[src/shared/tcc_pkg.sv]
`default_nettype none
package tcc_pkg;
   localparam int CLK_MHZ      = 100;
   localparam int PCT_FULL     = 100;
   localparam int T_DRP_US     = 75000;
   localparam int DRP_SRC_PCT  = 30;
   localparam int T_CC_DB_US   = 168000;
   localparam int T_VBUS_DB_US = 2000;
   localparam int T_TRY_US     = 100000;
   localparam int CNT_W        = 32;
   localparam int SRC_CYC      = T_DRP_US * CLK_MHZ / PCT_FULL * DRP_SRC_PCT;
   localparam int SNK_CYC      = T_DRP_US * CLK_MHZ / PCT_FULL * (PCT_FULL - DRP_SRC_PCT);
   localparam int CC_DB_CYC    = T_CC_DB_US * CLK_MHZ;
   localparam int VBUS_DB_CYC  = T_VBUS_DB_US * CLK_MHZ;
   localparam int TRY_CYC      = T_TRY_US * CLK_MHZ;
   localparam int SYNC_W       = 9;

   typedef enum logic [2:0] {CC_OPEN, CC_AUD, CC_RA, CC_RD, CC_RP_DEF, CC_RP_MED, CC_RP_HIGH} tcc_cc_t;
   typedef enum logic [1:0] {CUR_NONE, CUR_DEF, CUR_MED, CUR_HIGH} tcc_cur_t;
   typedef enum logic [3:0] {ST_UNATT_SNK, ST_WAIT_SNK, ST_ATT_SNK, ST_TRY_SNK, ST_UNATT_SRC,
                             ST_WAIT_SRC, ST_ATT_SRC, ST_TRY_SRC, ST_AUDIO, ST_DEBUG} tcc_state_t;

   localparam logic [1:0] PREF_TRY_SRC = 2'h3;
   localparam logic [1:0] PREF_TRY_SNK = 2'h1;
   localparam logic [2:0] ACC_NONE     = 3'h0;
   localparam logic [2:0] ACC_AUDIO    = 3'h4;
   localparam logic [2:0] ACC_DBG_SNK  = 3'h6;
   localparam logic [2:0] ACC_DBG_SRC  = 3'h7;
endpackage
`default_nettype wire

[src/core/tcc_port.sv]
// What this block does
// - After enable or restart the port runs as a dual-role port.
// - Dual-role toggles between pull-ups on both lines and pull-downs on both.
// - As source, find sink termination; in attached source drive attach pin low.
// - Sink found with Ra on the other line: cable supply onto that line.
// - Source advertises default, then the software-selected higher level.
// - GPIO mode advertises only the default level.
// - As sink, debounce line levels and wait for bus supply before attaching.
// - Attached sink reports partner current on code pins or detect field.
// - Role preferences only in I2C mode; GPIO mode is plain dual-role.
// - Preference field 2'b11 makes the port try to attach as source.
// - Default advertisement 500/900 mA; field selects 1.5 A or 3 A.
// - GPIO mode: audio pin low while audio accessory present.
// - Both lines below Ra means a passive audio adapter.
// - As source, sink pull-downs on both lines mean a debug accessory.
// - As sink, pull-ups on both lines give accessory type 3'b111.
// - Floating select pin gives GPIO mode, driven high or low I2C mode.
// - All pins are open drain: drive low or release.
// - GPIO mode code pins: HH unattached, HL default, LH medium, LL high current.
// - I2C mode: interrupt pin low when new information is stored.
// - Change flag set with interrupt; software clears it by a write.
// - Bus supply decides sink attach/detach, debug accessory exit as sink and role.
// - Enable pin falling or soft restart returns to dual-role.
`timescale 1ns/1ns
`default_nettype none
module tcc_port
   import tcc_pkg::*;
#(
   parameter int SRC_T = SRC_CYC,
   parameter int SNK_T = SNK_CYC,
   parameter int DB_T  = CC_DB_CYC,
   parameter int VB_T  = VBUS_DB_CYC,
   parameter int TRY_T = TRY_CYC
) (
   input  wire logic     ref_clk,
   input  wire logic     rst_b,
   input  wire logic     enable_b,
   input  wire logic     soft_reset,
   input  wire logic     bus_sel_float,
   input  wire logic     vbus_det,
   input  wire tcc_cc_t  cc1_level,
   input  wire tcc_cc_t  cc2_level,
   input  wire logic [1:0] role_preference_field,
   input  wire tcc_cur_t adv_current,
   input  wire logic     change_clear,
   output var  logic     cc_pullup_en,
   output var  logic     cc_pulldown_en,
   output var  tcc_cur_t rp_level,
   output var  logic     vconn_cc1_en,
   output var  logic     vconn_cc2_en,
   output var  logic     attach_indicator_pin_oe_b,
   output var  logic     current_code_pin_a_oe_b,
   output var  logic     current_code_pin_b_oe_b,
   output var  logic     audio_accessory_pin_oe_b,
   output var  logic     i2c_mode,
   output var  logic     attached_src,
   output var  logic     attached_snk,
   output var  tcc_cur_t cur_detect,
   output var  logic [2:0] accessory_type,
   output var  logic     change_flag
);
   logic [SYNC_W-1:0] sync_q;
   tcc_cc_t    cc1_s;
   tcc_cc_t    cc2_s;
   logic       vb_s;
   logic       en_s;
   logic       float_s;
   tcc_cc_t    cc1_db_r;
   tcc_cc_t    cc2_db_r;
   logic [5:0] cc_cand_r;
   logic [CNT_W-1:0] cc_cnt_r;
   logic       vb_cand_r;
   logic       vb_db_r;
   logic [CNT_W-1:0] vb_cnt_r;
   tcc_state_t st_r;
   tcc_state_t st_nxt;
   logic [CNT_W-1:0] tmr_r;
   logic       tried_r;
   logic       dbg_snk_r;
   logic       cc_sel_r;
   logic       restart;
   logic       gpio;
   logic       evt;
   tcc_cur_t   cur_c;

   function automatic logic is_rp(tcc_cc_t c);
      return c == CC_RP_DEF || c == CC_RP_MED || c == CC_RP_HIGH;
   endfunction

   function automatic logic is_att(tcc_state_t s);
      return s == ST_ATT_SNK || s == ST_ATT_SRC || s == ST_AUDIO || s == ST_DEBUG;
   endfunction

   function automatic tcc_cur_t rp_cur(tcc_cc_t c);
      return c == CC_RP_HIGH ? CUR_HIGH : (c == CC_RP_MED ? CUR_MED : CUR_DEF);
   endfunction

   tcc_sync #(.W(SYNC_W)) u_sync (
      .ref_clk (ref_clk),
      .rst_b   (rst_b),
      .d       ({cc1_level, cc2_level, vbus_det, enable_b, bus_sel_float}),
      .q       (sync_q)
   );

   assign cc1_s   = tcc_cc_t'(sync_q[8:6]);
   assign cc2_s   = tcc_cc_t'(sync_q[5:3]);
   assign vb_s    = sync_q[2];
   assign en_s    = sync_q[1];
   assign float_s = sync_q[0];
   assign gpio    = float_s;
   assign restart = en_s || soft_reset;

   // Line codes accepted only after a full quiet interval
   always_ff @(posedge ref_clk or negedge rst_b)
   begin
      if (!rst_b)
      begin
         cc_cand_r <= '0;
         cc_cnt_r  <= '0;
         cc1_db_r  <= CC_OPEN;
         cc2_db_r  <= CC_OPEN;
      end
      else if ({cc1_s, cc2_s} != cc_cand_r)
      begin
         cc_cand_r <= {cc1_s, cc2_s};
         cc_cnt_r  <= '0;
      end
      else if (cc_cnt_r >= CNT_W'(DB_T - 1))
      begin
         cc1_db_r <= tcc_cc_t'(cc_cand_r[5:3]);
         cc2_db_r <= tcc_cc_t'(cc_cand_r[2:0]);
      end
      else
         cc_cnt_r <= cc_cnt_r + 1'b1;
   end

   always_ff @(posedge ref_clk or negedge rst_b)
   begin
      if (!rst_b)
      begin
         vb_cand_r <= 1'b0;
         vb_cnt_r  <= '0;
         vb_db_r   <= 1'b0;
      end
      else if (vb_s != vb_cand_r)
      begin
         vb_cand_r <= vb_s;
         vb_cnt_r  <= '0;
      end
      else if (vb_cnt_r >= CNT_W'(VB_T - 1))
         vb_db_r <= vb_cand_r;
      else
         vb_cnt_r <= vb_cnt_r + 1'b1;
   end

   always_comb
   begin
      st_nxt = st_r;
      case (st_r)
         ST_UNATT_SNK:
            if (is_rp(cc1_s) || is_rp(cc2_s))
               st_nxt = ST_WAIT_SNK;
            else if (tmr_r >= CNT_W'(SNK_T - 1))
               st_nxt = ST_UNATT_SRC;
         ST_WAIT_SNK:
            if (is_rp(cc1_db_r) && is_rp(cc2_db_r) && vb_db_r)
               st_nxt = ST_DEBUG;
            else if ((is_rp(cc1_db_r) || is_rp(cc2_db_r)) && vb_db_r)
               st_nxt = (!gpio && !tried_r && role_preference_field == PREF_TRY_SRC) ? ST_TRY_SRC : ST_ATT_SNK;
            else if (!is_rp(cc1_s) && !is_rp(cc2_s) && !is_rp(cc1_db_r) && !is_rp(cc2_db_r)
                     && tmr_r >= CNT_W'(DB_T - 1))
               st_nxt = ST_UNATT_SRC;
         ST_ATT_SNK:
            if (!vb_db_r)
               st_nxt = ST_UNATT_SNK;
         ST_TRY_SNK:
            if ((is_rp(cc1_db_r) || is_rp(cc2_db_r)) && vb_db_r)
               st_nxt = ST_ATT_SNK;
            else if (tmr_r >= CNT_W'(TRY_T - 1))
               st_nxt = ST_WAIT_SRC;
         ST_UNATT_SRC:
            if (cc1_s == CC_RD || cc2_s == CC_RD || (cc1_s == CC_AUD && cc2_s == CC_AUD))
               st_nxt = ST_WAIT_SRC;
            else if (tmr_r >= CNT_W'(SRC_T - 1))
               st_nxt = ST_UNATT_SNK;
         ST_WAIT_SRC:
            if (cc1_db_r == CC_RD && cc2_db_r == CC_RD)
               st_nxt = ST_DEBUG;
            else if (cc1_db_r == CC_AUD && cc2_db_r == CC_AUD)
               st_nxt = ST_AUDIO;
            else if (cc1_db_r == CC_RD || cc2_db_r == CC_RD)
               st_nxt = (!gpio && !tried_r && role_preference_field == PREF_TRY_SNK) ? ST_TRY_SNK : ST_ATT_SRC;
            else if (cc1_s == CC_OPEN && cc2_s == CC_OPEN && cc1_db_r == CC_OPEN && cc2_db_r == CC_OPEN
                     && tmr_r >= CNT_W'(DB_T - 1))
               st_nxt = ST_UNATT_SNK;
         ST_ATT_SRC:
            if (cc1_db_r != CC_RD && cc2_db_r != CC_RD)
               st_nxt = ST_UNATT_SNK;
         ST_TRY_SRC:
            if (cc1_db_r == CC_RD || cc2_db_r == CC_RD)
               st_nxt = ST_ATT_SRC;
            else if (tmr_r >= CNT_W'(TRY_T - 1))
               st_nxt = ST_WAIT_SNK;
         ST_AUDIO:
            if (cc1_db_r != CC_AUD || cc2_db_r != CC_AUD)
               st_nxt = ST_UNATT_SNK;
         ST_DEBUG:
            if (dbg_snk_r ? !vb_db_r : (cc1_db_r != CC_RD || cc2_db_r != CC_RD))
               st_nxt = ST_UNATT_SNK;
         default:
            st_nxt = ST_UNATT_SNK;
      endcase
   end

   always_ff @(posedge ref_clk or negedge rst_b)
   begin
      if (!rst_b)
      begin
         st_r    <= ST_UNATT_SNK;
         tmr_r   <= '0;
         tried_r <= 1'b0;
      end
      else if (restart)
      begin
         st_r    <= ST_UNATT_SNK;
         tmr_r   <= '0;
         tried_r <= 1'b0;
      end
      else
      begin
         st_r  <= st_nxt;
         tmr_r <= (st_nxt != st_r) ? '0 : (tmr_r == '1 ? tmr_r : tmr_r + 1'b1);
         // A failed try must not loop back into another try
         if (st_nxt == ST_TRY_SRC || st_nxt == ST_TRY_SNK)
            tried_r <= 1'b1;
         else if (st_nxt == ST_UNATT_SNK || st_nxt == ST_UNATT_SRC)
            tried_r <= 1'b0;
      end
   end

   // Which line carries the partner, fixed on entry to attach
   always_ff @(posedge ref_clk or negedge rst_b)
   begin
      if (!rst_b)
      begin
         cc_sel_r  <= 1'b0;
         dbg_snk_r <= 1'b0;
      end
      else if (!restart && st_nxt != st_r && is_att(st_nxt))
      begin
         cc_sel_r  <= (st_nxt == ST_ATT_SNK) ? !is_rp(cc1_db_r) : (cc1_db_r != CC_RD);
         dbg_snk_r <= (st_r == ST_WAIT_SNK);
      end
   end

   assign cur_c = rp_cur(cc_sel_r ? cc2_db_r : cc1_db_r);
   assign evt   = !restart && st_nxt != st_r && (is_att(st_nxt) || is_att(st_r));

   always_ff @(posedge ref_clk or negedge rst_b)
   begin
      if (!rst_b)
      begin
         cc_pullup_en   <= 1'b0;
         cc_pulldown_en <= 1'b1;
         rp_level       <= CUR_DEF;
         vconn_cc1_en   <= 1'b0;
         vconn_cc2_en   <= 1'b0;
         attached_src   <= 1'b0;
         attached_snk   <= 1'b0;
         i2c_mode       <= 1'b0;
      end
      else
      begin
         cc_pullup_en   <= st_r == ST_UNATT_SRC || st_r == ST_WAIT_SRC || st_r == ST_ATT_SRC
                           || st_r == ST_TRY_SRC || st_r == ST_AUDIO || (st_r == ST_DEBUG && !dbg_snk_r);
         cc_pulldown_en <= !(st_r == ST_UNATT_SRC || st_r == ST_WAIT_SRC || st_r == ST_ATT_SRC
                           || st_r == ST_TRY_SRC || st_r == ST_AUDIO || (st_r == ST_DEBUG && !dbg_snk_r));
         // Default Rp serves both 500 mA and 900 mA ports
         rp_level       <= (gpio || adv_current == CUR_NONE) ? CUR_DEF : adv_current;
         vconn_cc1_en   <= st_r == ST_ATT_SRC && cc_sel_r && cc1_db_r == CC_RA;
         vconn_cc2_en   <= st_r == ST_ATT_SRC && !cc_sel_r && cc2_db_r == CC_RA;
         attached_src   <= st_r == ST_ATT_SRC;
         attached_snk   <= st_r == ST_ATT_SNK;
         i2c_mode       <= !gpio;
      end
   end

   // Pins only ever pull low; a released pin reads high
   always_ff @(posedge ref_clk or negedge rst_b)
   begin
      if (!rst_b)
      begin
         attach_indicator_pin_oe_b <= 1'b1;
         current_code_pin_a_oe_b   <= 1'b1;
         current_code_pin_b_oe_b   <= 1'b1;
         audio_accessory_pin_oe_b  <= 1'b1;
      end
      else
      begin
         attach_indicator_pin_oe_b <= st_r != ST_ATT_SRC;
         current_code_pin_a_oe_b   <= !(gpio && st_r == ST_ATT_SNK && (cur_c == CUR_MED || cur_c == CUR_HIGH));
         current_code_pin_b_oe_b   <= !(gpio && st_r == ST_ATT_SNK && (cur_c == CUR_DEF || cur_c == CUR_HIGH));
         audio_accessory_pin_oe_b  <= gpio ? st_r != ST_AUDIO : !change_flag;
      end
   end

   always_ff @(posedge ref_clk or negedge rst_b)
   begin
      if (!rst_b)
      begin
         cur_detect     <= CUR_NONE;
         accessory_type <= ACC_NONE;
      end
      else
      begin
         cur_detect <= st_r == ST_ATT_SNK ? cur_c : CUR_NONE;
         if (st_r == ST_AUDIO)
            accessory_type <= ACC_AUDIO;
         else if (st_r == ST_DEBUG)
            accessory_type <= dbg_snk_r ? ACC_DBG_SRC : ACC_DBG_SNK;
         else
            accessory_type <= ACC_NONE;
      end
   end

   // New event wins over a clear in the same cycle
   always_ff @(posedge ref_clk or negedge rst_b)
   begin
      if (!rst_b)
         change_flag <= 1'b0;
      else if (evt && !gpio)
         change_flag <= 1'b1;
      else if (change_clear || gpio)
         change_flag <= 1'b0;
   end
endmodule
`default_nettype wire

[src/core/tcc_sync.sv]
`timescale 1ns/1ns
`default_nettype none
module tcc_sync #(
   parameter int W = 1
) (
   input  wire logic         ref_clk,
   input  wire logic         rst_b,
   input  wire logic [W-1:0] d,
   output var  logic [W-1:0] q
);
   logic [W-1:0] s1_r;
   logic [W-1:0] s2_r;
   logic [W-1:0] s3_r;

   always_ff @(posedge ref_clk or negedge rst_b)
   begin
      if (!rst_b)
      begin
         s1_r <= '0;
         s2_r <= '0;
         s3_r <= '0;
      end
      else
      begin
         s1_r <= d;
         s2_r <= s1_r;
         s3_r <= s2_r;
      end
   end

   // A bit moves only once the last two stages agree
   genvar i;
   generate
      for (i = 0; i < W; i++)
      begin : g_bit
         always_ff @(posedge ref_clk or negedge rst_b)
         begin
            if (!rst_b)
               q[i] <= 1'b0;
            else if (s2_r[i] == s3_r[i])
               q[i] <= s3_r[i];
         end
      end
   endgenerate
endmodule
`default_nettype wire

[config.mk]
export PLATFORM = sky130hd
export DESIGN_NAME = tcc_port
export DESIGN_NICKNAME = d
export VERILOG_FILES = /design/src/shared/tcc_pkg.sv /design/src/core/tcc_port.sv /design/src/core/tcc_sync.sv
export SDC_FILE = /design/constraint.sdc
export NUM_CORES = 1
export LEC_CHECK = 0
export BUFFER_PORTS_ARGS = -buffer_cell sky130_fd_sc_hd__buf_2
export CORE_ASPECT_RATIO = 0.75
export CORE_MARGIN = 2
export CORE_UTILIZATION = 50
export DETAILED_ROUTE_END_ITERATION = 10
export PLACE_DENSITY = 0.67
export SYNTH_ARGS = -nofsm -noshare
export SYNTH_HDL_FRONTEND = slang
export SYNTH_SLANG_ARGS = --single-unit
[constraint.sdc]
create_clock -name ref_clk -period 3.75 [get_ports ref_clk]
set_input_delay 0.375 -clock ref_clk [delete_from_list [all_inputs] [get_ports ref_clk]]
set_output_delay 0.375 -clock ref_clk [all_outputs]
set_load 0.1 [all_outputs]
==> impl_results.md, run 1 <==
- CTS tree: done
- Post-synth top area share: 52.6%
- Internal: 3.07 mW
- Final wirelength: 15.2 mm
- Height of the die: 113 µm
- Final hold viol count: 0
- Ys flop type: dfrtp_1
- Vias in the first global route: 5719
- Fin Clk Skew: 0.00912 ns
- Worst hold path class: in2async
- Synthesized area per cell: 10.4 µm²
- Sequential-to-total area share from yosys stat: 54.6%
- Async S/R FF share, synth: 100%
- Logic pwr share: 5.0%
- First-pass GRT wire length: 27.1 mm
- Clk_lat worst skew: 0.43 ns
- Final setup viols: 0
- Critical path type: reg2reg
- Lkg Pwr: 3.82 nW
- Largest net degree at the start of global routing: 97
- Detailed-route DRC error count: 0
- I/O pins: 36
- Hold-fix buffers at CTS: 0
- GR Overflow Total: 0
- Vias: 5652
- Via-per-instance ratio: 5.63
- Cells after Synth: 756
- Max Clock Freq: 298 MHz
- Fin nets: 806
- Initial antenna violation count: 0
- Relative slew slack: 43.0%
- Synth area leader: dfrtp_1
- Setup tns final: 0 ns
- Post-DP Area: 0.00826 mm²
- H-tree depth: 4
- Netlist cell types: 65
- Leading post-synthesis cells by cell area: dfrtp_1 53%, xor2_1 5.3%, nor2_1 4.2%, xnor2_1 2.7%, nand2_1 2.5%
- R2R Setup Slk: 0.39 ns
- Drt first-iter violations: 460
- Postcts setup bufs: 0
- Period minus WS final: 3.36 ns
- Die X: 149 µm
- Area grow syn2layout: 12.6%
- Psw: 928 µW
- TritonCTS Buffers: 17
- Placer congestion estimate: 0.926
- YS warnings: 0
- Clk pwr share: 46.0%
- Crit start category: flop
- Worst vdd ir: 292 µV
- Setup slack at placement: 0.455 ns
- RSZ-0062 raised after global routing: false
- CTS root buf: clkbuf_16
- Seq pwr share: 49.0%
- DIE AREA: 0.0168 mm²
- Data arrival, critical path: 3.68 ns
- Final Cycle Share: 89.6%
- Synth top cells by count: 166 x dfrtp_1, 88 x nor2_1, 52 x nand2_1, 48 x xor2_1, 30 x clkbuf_1
- # Max-Cap Violations: 0
- CTS resizes: 0
- Max Slew Vio Count: 0
- Worst setup margin: 0.390 ns
- FF+latch count, synth: 172
- Status: finished clean
- Diodes inserted: 0
- Share of cells above drive strength 1: 14.8%
- WL/cell: 15.2 µm
- Antenna-violating nets left: 0
- Clk buf depth: 2
- GRT Util Overall: 20.1%
- Max Fanout on Critical Path: 32
- Most frequent cell after synthesis: dfrtp_1
- Power consumption: 4.00 mW
- Pwr dens: 450 mW/mm²
- Sw frac: 23.2%
- Worst EP required: 4.07 ns
- Num rows: 39
- # clock sinks: 172
- Number of synthesized flops with an enable pin: 0
- Core Region: 0.0153 mm²
- First drt pass iteration count: 5
- Crit end category: flop
- Initial core utilization: 51.5%
- Syn Nets: 776
- Worst-margin pin slew: 0.855 ns
- DPL Wire Length: 10.3 mm
- IO Port Bufs: 35
- Clock Pin Slew Worst Setup and Hold Paths: 0.07 ns
- Post-route cell area: 0.00889 mm²
- Cell area after synthesis: 0.00790 mm²
[path summary, 6_finish.rpt]
kind,start,end,cells past startpoint
worst min-delay path,rst_b,cc_cnt_r[10]$_DFFE_PN0N_,1
max in group asynchronous,rst_b,vb_cnt_r[19]$_DFFE_PN0N_,3
worst max register to register,cc1_db_r[2]$_DFFE_PN0P_,tmr_r[22]$_DFFE_PN0P_,10
min in group ref_clk,bus_sel_float,u_sync.s1_r[0]$_DFF_PN0_,1
worst max-delay path,cc1_db_r[2]$_DFFE_PN0P_,tmr_r[22]$_DFFE_PN0P_,10
worst min register to register,u_sync.s1_r[1]$_DFF_PN0_,u_sync.s2_r[1]$_DFF_PN0_,0
[area by class of cell]
class,instances,area (µm²)
Clock buffer,19,453
Tap cell,205,256
Multi-Input combinational cell,530,3340
Fill cell,1296,6430
Timing Repair Buffer,48,292
Clock inverter,13,175
Inverter,17,63.8
Sequential cell,172,4310
[power by group through the flow]
stage,clock (mW),combinational (mW),sequential (mW)
after floorplan,0,0.121,1.99
after global placement,0,0.195,1.99
after detailed placement,0,0.203,1.99
after CTS,1.89,0.205,1.96
after global routing,1.98,0.226,1.96
final,1.84,0.200,1.96
[stage by stage]
stage / instances / utilization, % / hold slack [ns]
3_5_place_dp: 972 / 53.9 / 0.336
3_3_place_gp: 972 / 53.9 / 0.333
2_1_floorplan: 756 / - / 0.0794
6_report: 1004 / 58.0 / 0.0343
4_1_cts: 1004 / 58.0 / 0.0299
5_1_grt: 1004 / 58.0 / 0.0293
[registers in the layout, indices dropped and copies added (netlist names), 2 cells and up]
register / count
cc2_db_r: 3
cc_cnt_r: 32
st_r: 4
rp_level: 2
cc_cand_r: 6
tmr_r: 32
u_sync.q: 9
accessory_type: 3
cc1_db_r: 3
u_sync.s1_r: 9
u_sync.s2_r: 9
vb_cnt_r: 32
cur_detect: 2
u_sync.s3_r: 9
[metal layers]
layer	vias to the layer above	routed length (µm)	track usage (%)
met1	2755	7250	28.0
met4	0	172	6.86
met5	-	0	0
met3	19	858	5.48
met2	172	6960	30.8
li1	2706	-	-
[layout by cell type (no fill, tap or decap), types with 4 or more instances in the layout]
master       n
a21boi_0     5
a21oi_1     20
and2_1      21
and3_1      13
and4_1       9
buf_2       34
buf_4       12
clkbuf_16   17
dfrtp_1    166
dfstp_2      6
inv_1       17
inv_6        6
maj3_1       9
mux2_2       8
mux2i_1      6
nand2_1     52
nand2b_1     8
nand3_1     27
nand4_1     24
nor2_1      88
nor2_2      13
nor2b_1     12
nor3_1      17
nor4_1      17
nor4b_1      5
o211ai_1     6
o21ai_0     22
or3_1       10
or4_1        4
xnor2_1     24
xor2_1      48
[worst max-delay path, cell delays in order (launching register included)]
cell and delay, ns:
dfrtp_1 0.51, a21boi_0 0.47, o21ai_0 0.24, a221oi_1 0.32
o211ai_1 0.17, a221oi_1 0.50, a211oi_1 0.18, o21ai_2 0.11
or3_1 0.13, buf_4 0.35, and2b_1 0.24
[kinds of logic after synthesis]
logic type,count (synthesis),synth area share [%]
and+or+nand+nor,340,22.8
DFF,172,54.6
AOI/OAI and AO/OA,92,7.95
xor gates and xnor gates,72,7.99
buffers and inverters,54,3.14
muxes,14,1.90
adders and majority gates,12,1.62
No activity file was read; power rests on OpenSTA's default activity.
==> run 2, diff against run 1 <==
Settings changed: ABC_AREA from default to 1.
==> impl_results.md, run 2 <==
- # Max-Cap Violations: 0 (unchanged)
- TritonCTS Buffers: 17 (unchanged)
- Initial core utilization: 51.0% (was 51.5%)
- Period minus WS final: 2.88 ns (was 3.36 ns)
- Crit start category: flop (unchanged)
- Via-per-instance ratio: 5.18 (was 5.63)
- Post-synth top area share: 48.4% (was 52.6%)
- Synth top cells by count: 209 x nand2_1, 168 x inv_1, 166 x dfrtp_1, 152 x nor2_1, 70 x nand3_1 (was 166 x dfrtp_1, 88 x nor2_1, 52 x nand2_1, 48 x xor2_1, 30 x clkbuf_1)
- Synthesized area per cell: 7.97 µm² (was 10.4 µm²)
- Largest net degree at the start of global routing: 77 (was 97)
- Power consumption: 3.90 mW (was 4.00 mW)
- Fin nets: 1136 (was 806)
- Crit path buffers/inverters: 2 (was 1)
- Final wirelength: 18.4 mm (was 15.2 mm)
- Min-delay src: vbus_det
- Share of cells above drive strength 1: 10.7% (was 14.8%)
- CTS root buf: clkbuf_16 (unchanged)
- Crit end category: flop (unchanged)
- CP max stage delay: 0.41 ns (was 0.51 ns)
- Multiplexer share of the synthesized area: 0% (was 1.90%)
- Diodes inserted: 0 (unchanged)
- FF+latch count, synth: 172 (unchanged)
- Clock Pin Slew Worst Setup and Hold Paths: 0.07 ns (about the same)
- Die X: 155 µm (was 149 µm)
- R2R Setup Slk: 0.87 ns (was 0.39 ns)
- Max Clock Freq: 347 MHz (was 298 MHz)
- Clk buf depth: 2 (unchanged)
- CTS tree: done (unchanged)
- First-pass GRT wire length: 31.6 mm (was 27.1 mm)
- GR Util met1: 34.1% (was 28.0%)
- FF-to-FF path depth: 17 (was 10)
- Postcts setup bufs: 0 (unchanged)
- Placed cells: 1311 (was 972)
- Data arrival, critical path: 3.18 ns (was 3.68 ns)
- CP max-delay cell: dfrtp_1 (unchanged)
- Worst setup margin: 0.870 ns (was 0.390 ns)
- Complex-gate fraction of the synthesized area: 6.76% (was 7.95%)
- Final Cycle Share: 76.8% (was 89.6%)
- Clk_lat worst skew: 0.43 ns (about the same)
- GRT busiest layer: met1 (was met2)
- Largest family of logic cells by synthesized area: simple AND/OR/NAND/NOR gates (unchanged)
- Setup slack at placement: 0.903 ns (was 0.455 ns)
- Logic pwr share: 6.2% (was 5.0%)
- Leading post-synthesis cells by cell area: dfrtp_1 48%, nand2_1 9.1%, inv_1 7.3%, nor2_1 6.6%, nand3_1 4.1% (was dfrtp_1 53%, xor2_1 5.3%, nor2_1 4.2%, xnor2_1 2.7%, nand2_1 2.5%)
- Largest regs: cc_cnt_r: 32 flops, tmr_r: 32 flops, vb_cnt_r: 32 flops (unchanged)
- Final hold viol count: 0 (unchanged)
- Critical path type: reg2reg (unchanged)
- Core Region: 0.0168 mm² (was 0.0153 mm²)
- Cell mode on critical path: nand2_1 (was a221oi_1)
- IO Port Bufs: 35 (unchanged)
- Post-route cell area: 0.00957 mm² (was 0.00889 mm²)
- DPL Wire Length: 13.6 mm (was 10.3 mm)
- Min-Delay Endpoint: u_sync.s1_r[2]$_DFF_PN0_
- Worst EP required: 4.05 ns (was 4.07 ns)
- Fin util: 56.9% (was 58.0%)
- GR Overflow Total: 0 (unchanged)
- Most frequent cells in the layout: 209 x nand2_1, 168 x inv_1, 166 x dfrtp_1, 152 x nor2_1, 70 x nand3_1 (was 166 x dfrtp_1, 88 x nor2_1, 52 x nand2_1, 48 x xor2_1, 34 x buf_2)
- R2r startpoint: tmr_r[0]$_DFFE_PN0P_ (was cc1_db_r[2]$_DFFE_PN0P_)
- # clock sinks: 172 (unchanged)
- Cells after Synth: 1078 (was 756)
- Most frequent cell after synthesis: nand2_1 (was dfrtp_1)
- YS warnings: 0 (unchanged)
- Async S/R FF share, synth: 100% (unchanged)
- First drt pass iteration count: 7 (was 5)
- Synth area leader: dfrtp_1 (unchanged)
- CP top delay family: simple AND/OR/NAND/NOR gates (was compound AO/OA/AOI/OAI gates)
- Vias: 6966 (was 5652)
- Sequential-to-total area share from yosys stat: 50.2% (was 54.6%)
- Post-Synth XOR/XNOR Area: 2.65% (was 7.99%)
- Max Fanout on Critical Path: 11 (was 32)
- GRT Util Overall: 21.5% (was 20.1%)
- Netlist cell types: 43 (was 65)
- Status: finished clean (unchanged)
- Seq pwr share: 49.6% (was 49.0%)
- Ys flop type: dfrtp_1 (unchanged)
- Final std cells w/o fill: 1344 (was 1004)
- Vias in the first global route: 6448 (was 5719)
- Post-Synth Adder-Cell Area: 1.49% (was 1.62%)
- Worst hold path class: in2reg (was in2async)
- Placer congestion estimate: 0.968 (was 0.926)
- Num rows: 41 (was 39)
- Internal: 2.91 mW (was 3.07 mW)
- Relative slew slack: 47.1% (was 43.0%)
- H-tree depth: 4 (unchanged)
- Hold path depth: 1
- Worst flop-to-flop path endpoint: tmr_r[25]$_DFFE_PN0P_ (was tmr_r[22]$_DFFE_PN0P_)
- GR Layer Usage met3: 4.49% (was 5.48%)
- WL/cell: 13.7 µm (was 15.2 µm)
- Most common cell after layout, fill and taps aside: nand2_1 (was dfrtp_1)
- Hold_ws: 0.0460 ns (was 0.0343 ns)
- Worst-margin pin slew: 0.792 ns (was 0.855 ns)
- Pwr dens: 407 mW/mm² (was 450 mW/mm²)
- Psw: 982 µW (was 928 µW)
- Fin Clk Skew: 0.00854 ns (was 0.00912 ns)
- Sw frac: 25.2% (was 23.2%)
- Cell count along the critical path: 17 (was 10)
- Worst-path cell chain: ha_1 > nand2_1 > nor2_4 > nand3_1 > nor3_2 > nand2_1 > nor2_1 > nand2_1 > nand2_1 > inv_1 > nand4_1 > nor2_1 > inv_1 > nor2_1 > nand2_1 > xor2_1 > nor2_1 (was a21boi_0 > o21ai_0 > a221oi_1 > o211ai_1 > a221oi_1 > a211oi_1 > o21ai_2 > or3_1 > buf_4 > and2b_1)
- Clk pwr share: 44.2% (was 46.0%)
- Initial antenna violation count: 0 (unchanged)
- Setup tns final: 0 ns (unchanged)
- Worst vdd ir: 285 µV (was 292 µV)
- Area grow syn2layout: 11.4% (was 12.6%)
- Antenna-violating nets left: 0 (unchanged)
- Max Slew Vio Count: 0 (unchanged)
- I/O pins: 36 (unchanged)
- Drt first-iter violations: 644 (was 460)
- DIE AREA: 0.0183 mm² (was 0.0168 mm²)
- Detailed-route DRC error count: 0 (unchanged)
- Number of synthesized flops with an enable pin: 0 (unchanged)
- Final setup viols: 0 (unchanged)
- Cell area after synthesis: 0.00859 mm² (was 0.00790 mm²)
- Height of the die: 118 µm (was 113 µm)
- Post-Synth Simple-Gate Area: 30.0% (was 22.8%)
- Met2 GRT Util: 29.6% (was 30.8%)
- Lkg Pwr: 4.41 nW (was 3.82 nW)
- Post-DP Area: 0.00898 mm² (was 0.00826 mm²)
- Syn Nets: 1098 (was 776)
- RSZ-0062 raised after global routing: false (unchanged)
[run 2: cell types whose count changed in the layout (fill, tap and decap cells not counted), sizes merged, moves of 10 or more]
| cell | change |
|---|---|
| nand3 | +49 |
| nor2b | -12 |
| o21ai | +29 |
| and3 | -12 |
| nor3 | +33 |
| nand2 | +160 |
| xnor2 | -22 |
| and2 | -21 |
| xor2 | -24 |
| nand4 | +12 |
| a21oi | +12 |
| inv | +152 |
| nor2 | +70 |
| or3 | -10 |
[run 2: cell families after synthesis]
kind of cell,after synthesis
adders and majority gates,12
xor gates and xnor gates,26
AOI/OAI and AO/OA,104
buffers and inverters,196
DFF,172
and+or+nand+nor,568
[run 2: repair_timing]
| item | in CTS | in global routing |
|---|---|---|
| hold buffers | 1 | 0 |
| resized for setup | 0 | 0 |
| hold endpoints to repair | 3 | 0 |
[run 2: worst max path at each step]
stage / startpoint / to / slack, ns
after floorplan: cc_cnt_r[0]$_DFFE_PN0N_ / cc_cnt_r[17]$_DFFE_PN0N_ / 1.61
after global placement: tmr_r[0]$_DFFE_PN0P_ / tmr_r[29]$_DFFE_PN0P_ / 0.90
after detailed placement: tmr_r[0]$_DFFE_PN0P_ / tmr_r[29]$_DFFE_PN0P_ / 0.90
after CTS: tmr_r[0]$_DFFE_PN0P_ / tmr_r[29]$_DFFE_PN0P_ / 0.87
after global routing: cc_cnt_r[5]$_DFFE_PN0N_ / cc2_db_r[2]$_DFFE_PN0P_ / 0.51
final: tmr_r[0]$_DFFE_PN0P_ / tmr_r[25]$_DFFE_PN0P_ / 0.87
[run 2: power by group through the flow]
stage | logic (mW) | clock network, mW | registers (mW)
global placement | 0.243 | 0 | 1.97
CTS | 0.245 | 1.76 | 1.93
finish | 0.241 | 1.72 | 1.93
floorplan | 0.136 | 0 | 1.98
detailed placement | 0.243 | 0 | 1.97
global route | 0.273 | 1.84 | 1.94
[run 2: worst reg2reg max path: stages (launching register included)]
cell     delay, ns
dfrtp_1       0.41
ha_1          0.23
nand2_1       0.11
nor2_4        0.06
nand3_1       0.13
nor3_2        0.07
nand2_1       0.07
nor2_1        0.05
nand2_1       0.34
nand2_1       0.15
inv_1         0.13
nand4_1       0.20
nor2_1        0.28
inv_1         0.07
nor2_1        0.16
nand2_1       0.09
xor2_1        0.13
nor2_1        0.05
[run 2: cell type report]
type	count	area (µm²)
Timing Repair Buffer	42	249
Clock buffer	19	443
Clock inverter	13	135
Tap cell	215	269
Multi-Input combinational cell	710	3510
Sequential cell	172	4310
Inverter	173	649
Fill cell	1529	7260
[run 2: per-layer routing]
layer  up-vias  part of all wire (%)  wire length [µm]
met5         -                     0                 0
met4         0                   1.3               243
met3        22                   6.4              1180
met2       203                    40              7410
met1      3200                    52              9590
li1       3541                     -                 -
==> run 3, diff against run 2 <==
Clock period 3.75 ns to 2.7 ns, I/O delays scaled along.
==> impl_results.md, run 3 (synthesis results as in run 2) <==
- Final Cycle Share: 94.9% (was 76.8%)
- Max Slew Vio Count: 0 (unchanged)
- Max Fanout on Critical Path: 8 (was 11)
- Clock Pin Slew Worst Setup and Hold Paths: 0.07 ns (about the same)
- Crit end category: flop (unchanged)
- Largest regs: cc_cnt_r: 32 flops, tmr_r: 32 flops, vb_cnt_r: 32 flops (unchanged)
- Vias: 7276 (was 6966)
- GRT Util Overall: 22.6% (was 21.5%)
- TritonCTS Buffers: 17 (unchanged)
- Hold path depth: 2 (was 1)
- # Max-Cap Violations: 0 (unchanged)
- Lkg Pwr: 4.67 nW (was 4.41 nW)
- Final hold viol count: 0 (unchanged)
- Vias in the first global route: 6649 (was 6448)
- Fin nets: 1181 (was 1136)
- Period minus WS final: 2.56 ns (was 2.88 ns)
- Antenna-violating nets left: 0 (unchanged)
- Clk buf depth: 2 (unchanged)
- I/O pins: 36 (unchanged)
- Area grow syn2layout: 18.0% (was 11.4%)
- Pwr dens: 549 mW/mm² (was 407 mW/mm²)
- Share of cells above drive strength 1: 14.9% (was 10.7%)
- First-pass GRT wire length: 33.1 mm (was 31.6 mm)
- Initial antenna violation count: 0 (unchanged)
- Final wirelength: 20.0 mm (was 18.4 mm)
- CTS root buf: clkbuf_16 (unchanged)
- Drt first-iter violations: 737 (was 644)
- Clk_lat worst skew: 0.43 ns (about the same)
- CTS tree: done (unchanged)
- Fin Clk Skew: 0.0102 ns (was 0.00854 ns)
- R2r startpoint: tmr_r[15]$_DFFE_PN0P_ (was tmr_r[0]$_DFFE_PN0P_)
- Worst-margin pin slew: 0.748 ns (was 0.792 ns)
- Relative slew slack: 50.0% (was 47.1%)
- Most frequent cells in the layout: 200 x nand2_1, 168 x inv_1, 166 x dfrtp_1, 147 x nor2_1, 68 x nand3_1 (was 209 x nand2_1, 168 x inv_1, 166 x dfrtp_1, 152 x nor2_1, 70 x nand3_1)
- Critical path type: reg2reg (unchanged)
- Most common cell after layout, fill and taps aside: nand2_1 (unchanged)
- # clock sinks: 172 (unchanged)
- Num rows: 41 (unchanged)
- Min-delay src: adv_current[0] (was vbus_det)
- Core Region: 0.0168 mm² (unchanged)
- H-tree depth: 4 (unchanged)
- IO Port Bufs: 35 (unchanged)
- Worst vdd ir: 434 µV (was 285 µV)
- Worst EP required: 3.06 ns (was 4.05 ns)
- RSZ-0062 raised after global routing: true (was false)
- DIE AREA: 0.0183 mm² (unchanged)
- Data arrival, critical path: 2.92 ns (was 3.18 ns)
- Worst flop-to-flop path endpoint: tmr_r[16]$_DFFE_PN0P_ (was tmr_r[25]$_DFFE_PN0P_)
- Min-Delay Endpoint: rp_level[0]$_DFF_PN1_ (was u_sync.s1_r[2]$_DFF_PN0_)
- DPL Wire Length: 14.3 mm (was 13.6 mm)
- Via-per-instance ratio: 5.24 (was 5.18)
- Largest net degree at the start of global routing: 71 (was 77)
- GR Overflow Total: 0 (unchanged)
- Status: finished clean (unchanged)
- Diodes inserted: 0 (unchanged)
- Initial core utilization: 51.0% (unchanged)
- Detailed-route DRC error count: 0 (unchanged)
- Height of the die: 118 µm (unchanged)
- Final setup viols: 0 (unchanged)
- WL/cell: 14.4 µm (was 13.7 µm)
- Worst hold path class: in2reg (unchanged)
- Max Clock Freq: 390 MHz (was 347 MHz)
- Hold_ws: 0.0475 ns (was 0.0460 ns)
- Crit start category: flop (unchanged)
- R2R Setup Slk: 0.14 ns (was 0.87 ns)
- FF-to-FF path depth: 16 (was 17)
- Die X: 155 µm (unchanged)
- Placer congestion estimate: 0.944 (was 0.968)
- First drt pass iteration count: 5 (was 7)
- Setup tns final: 0 ns (unchanged)
## run 3: cell count changes in the layout (fill, tap and decap cells not counted), moves of 4 or more
cell | previous run | this run
buf_4 | 5 | 30
dlygate4sd3_1 | 1 | 11
nand2_1 | 209 | 200
nand2_2 | 3 | 12
nor2_1 | 152 | 147
buf_6 | 1 | 5
## run 3: metrics by stage
stage	setup slack (ns)	utilization (%)	cell area (µm²)	power, mW	std cells
2_1_floorplan	0.565	-	8590	2.94	1078
3_3_place_gp	0.205	54.5	9160	3.08	1332
3_5_place_dp	0.136	54.5	9160	3.08	1332
4_1_cts	0.112	58.6	9860	5.56	1375
5_1_grt	-0.0348	60.2	10100	5.78	1389
6_report	0.138	60.2	10100	5.56	1389
## run 3: worst max-delay path by stage
stage	from	endpoint	cells past startpoint
6_report	tmr_r[15]$_DFFE_PN0P_	tmr_r[16]$_DFFE_PN0P_	16
5_1_grt	cc_cnt_r[0]$_DFFE_PN0N_	cc_cnt_r[17]$_DFFE_PN0N_	15
4_1_cts	tmr_r[0]$_DFFE_PN0P_	tmr_r[22]$_DFFE_PN0P_	18
3_5_place_dp	tmr_r[0]$_DFFE_PN0P_	tmr_r[22]$_DFFE_PN0P_	18
3_3_place_gp	tmr_r[0]$_DFFE_PN0P_	tmr_r[23]$_DFFE_PN0P_	18
2_1_floorplan	cc_cnt_r[0]$_DFFE_PN0N_	cc_cnt_r[17]$_DFFE_PN0N_	15
## run 3: report_power, final
| group | switching (mW) | total, mW | leakage [nW] | internal, mW |
|---|---|---|---|---|
| registers | 0.0501 | 2.69 | 2.28 | 2.64 |
| logic | 0.266 | 0.419 | 2.12 | 0.153 |
| clock network | 1.05 | 2.45 | 0.275 | 1.40 |
| total | 1.37 | 5.56 | 4.67 | 4.19 |
## run 3: critical path: stages, from the launching register on
cell and delay (ns):
dfrtp_1 0.53, inv_1 0.10, nor3_1 0.26, nand3_1 0.15, nand2_2 0.12, nand2_1 0.10, nand3_2 0.08, nand2_1 0.06
nor2_2 0.15, nand3_2 0.11, nand2_2 0.07, nand2_2 0.08, nor2_4 0.14, nand3_4 0.11, buf_6 0.18, clkbuf_16 0.15
nor2_1 0.10
## run 3: timing repair
action,4_1_cts,5_1_grt
setup buffers,0,11
hold buffers,11,0
setup endpoints to repair,0,42
resized for setup,0,34
hold endpoints to repair,75,0
## run 3: per-layer routing
| layer | GRT usage (%) | wire length, µm |
|---|---|---|
| met5 | 0 | 0 |
| met2 | 30.1 | 8070 |
| met4 | 6.31 | 260 |
| met1 | 37.1 | 10300 |
| met3 | 4.23 | 1370 |
## run 3: layout make-up
type                    instances  area [µm²]
clock buffers                  20         447
clock inverters                12         138
fillers                      1525        6700
inverters                     173         649
multi-input cells             710        3600
flip-flops and latches        172        4310
well taps                     215         269
repair buffers                 87         712
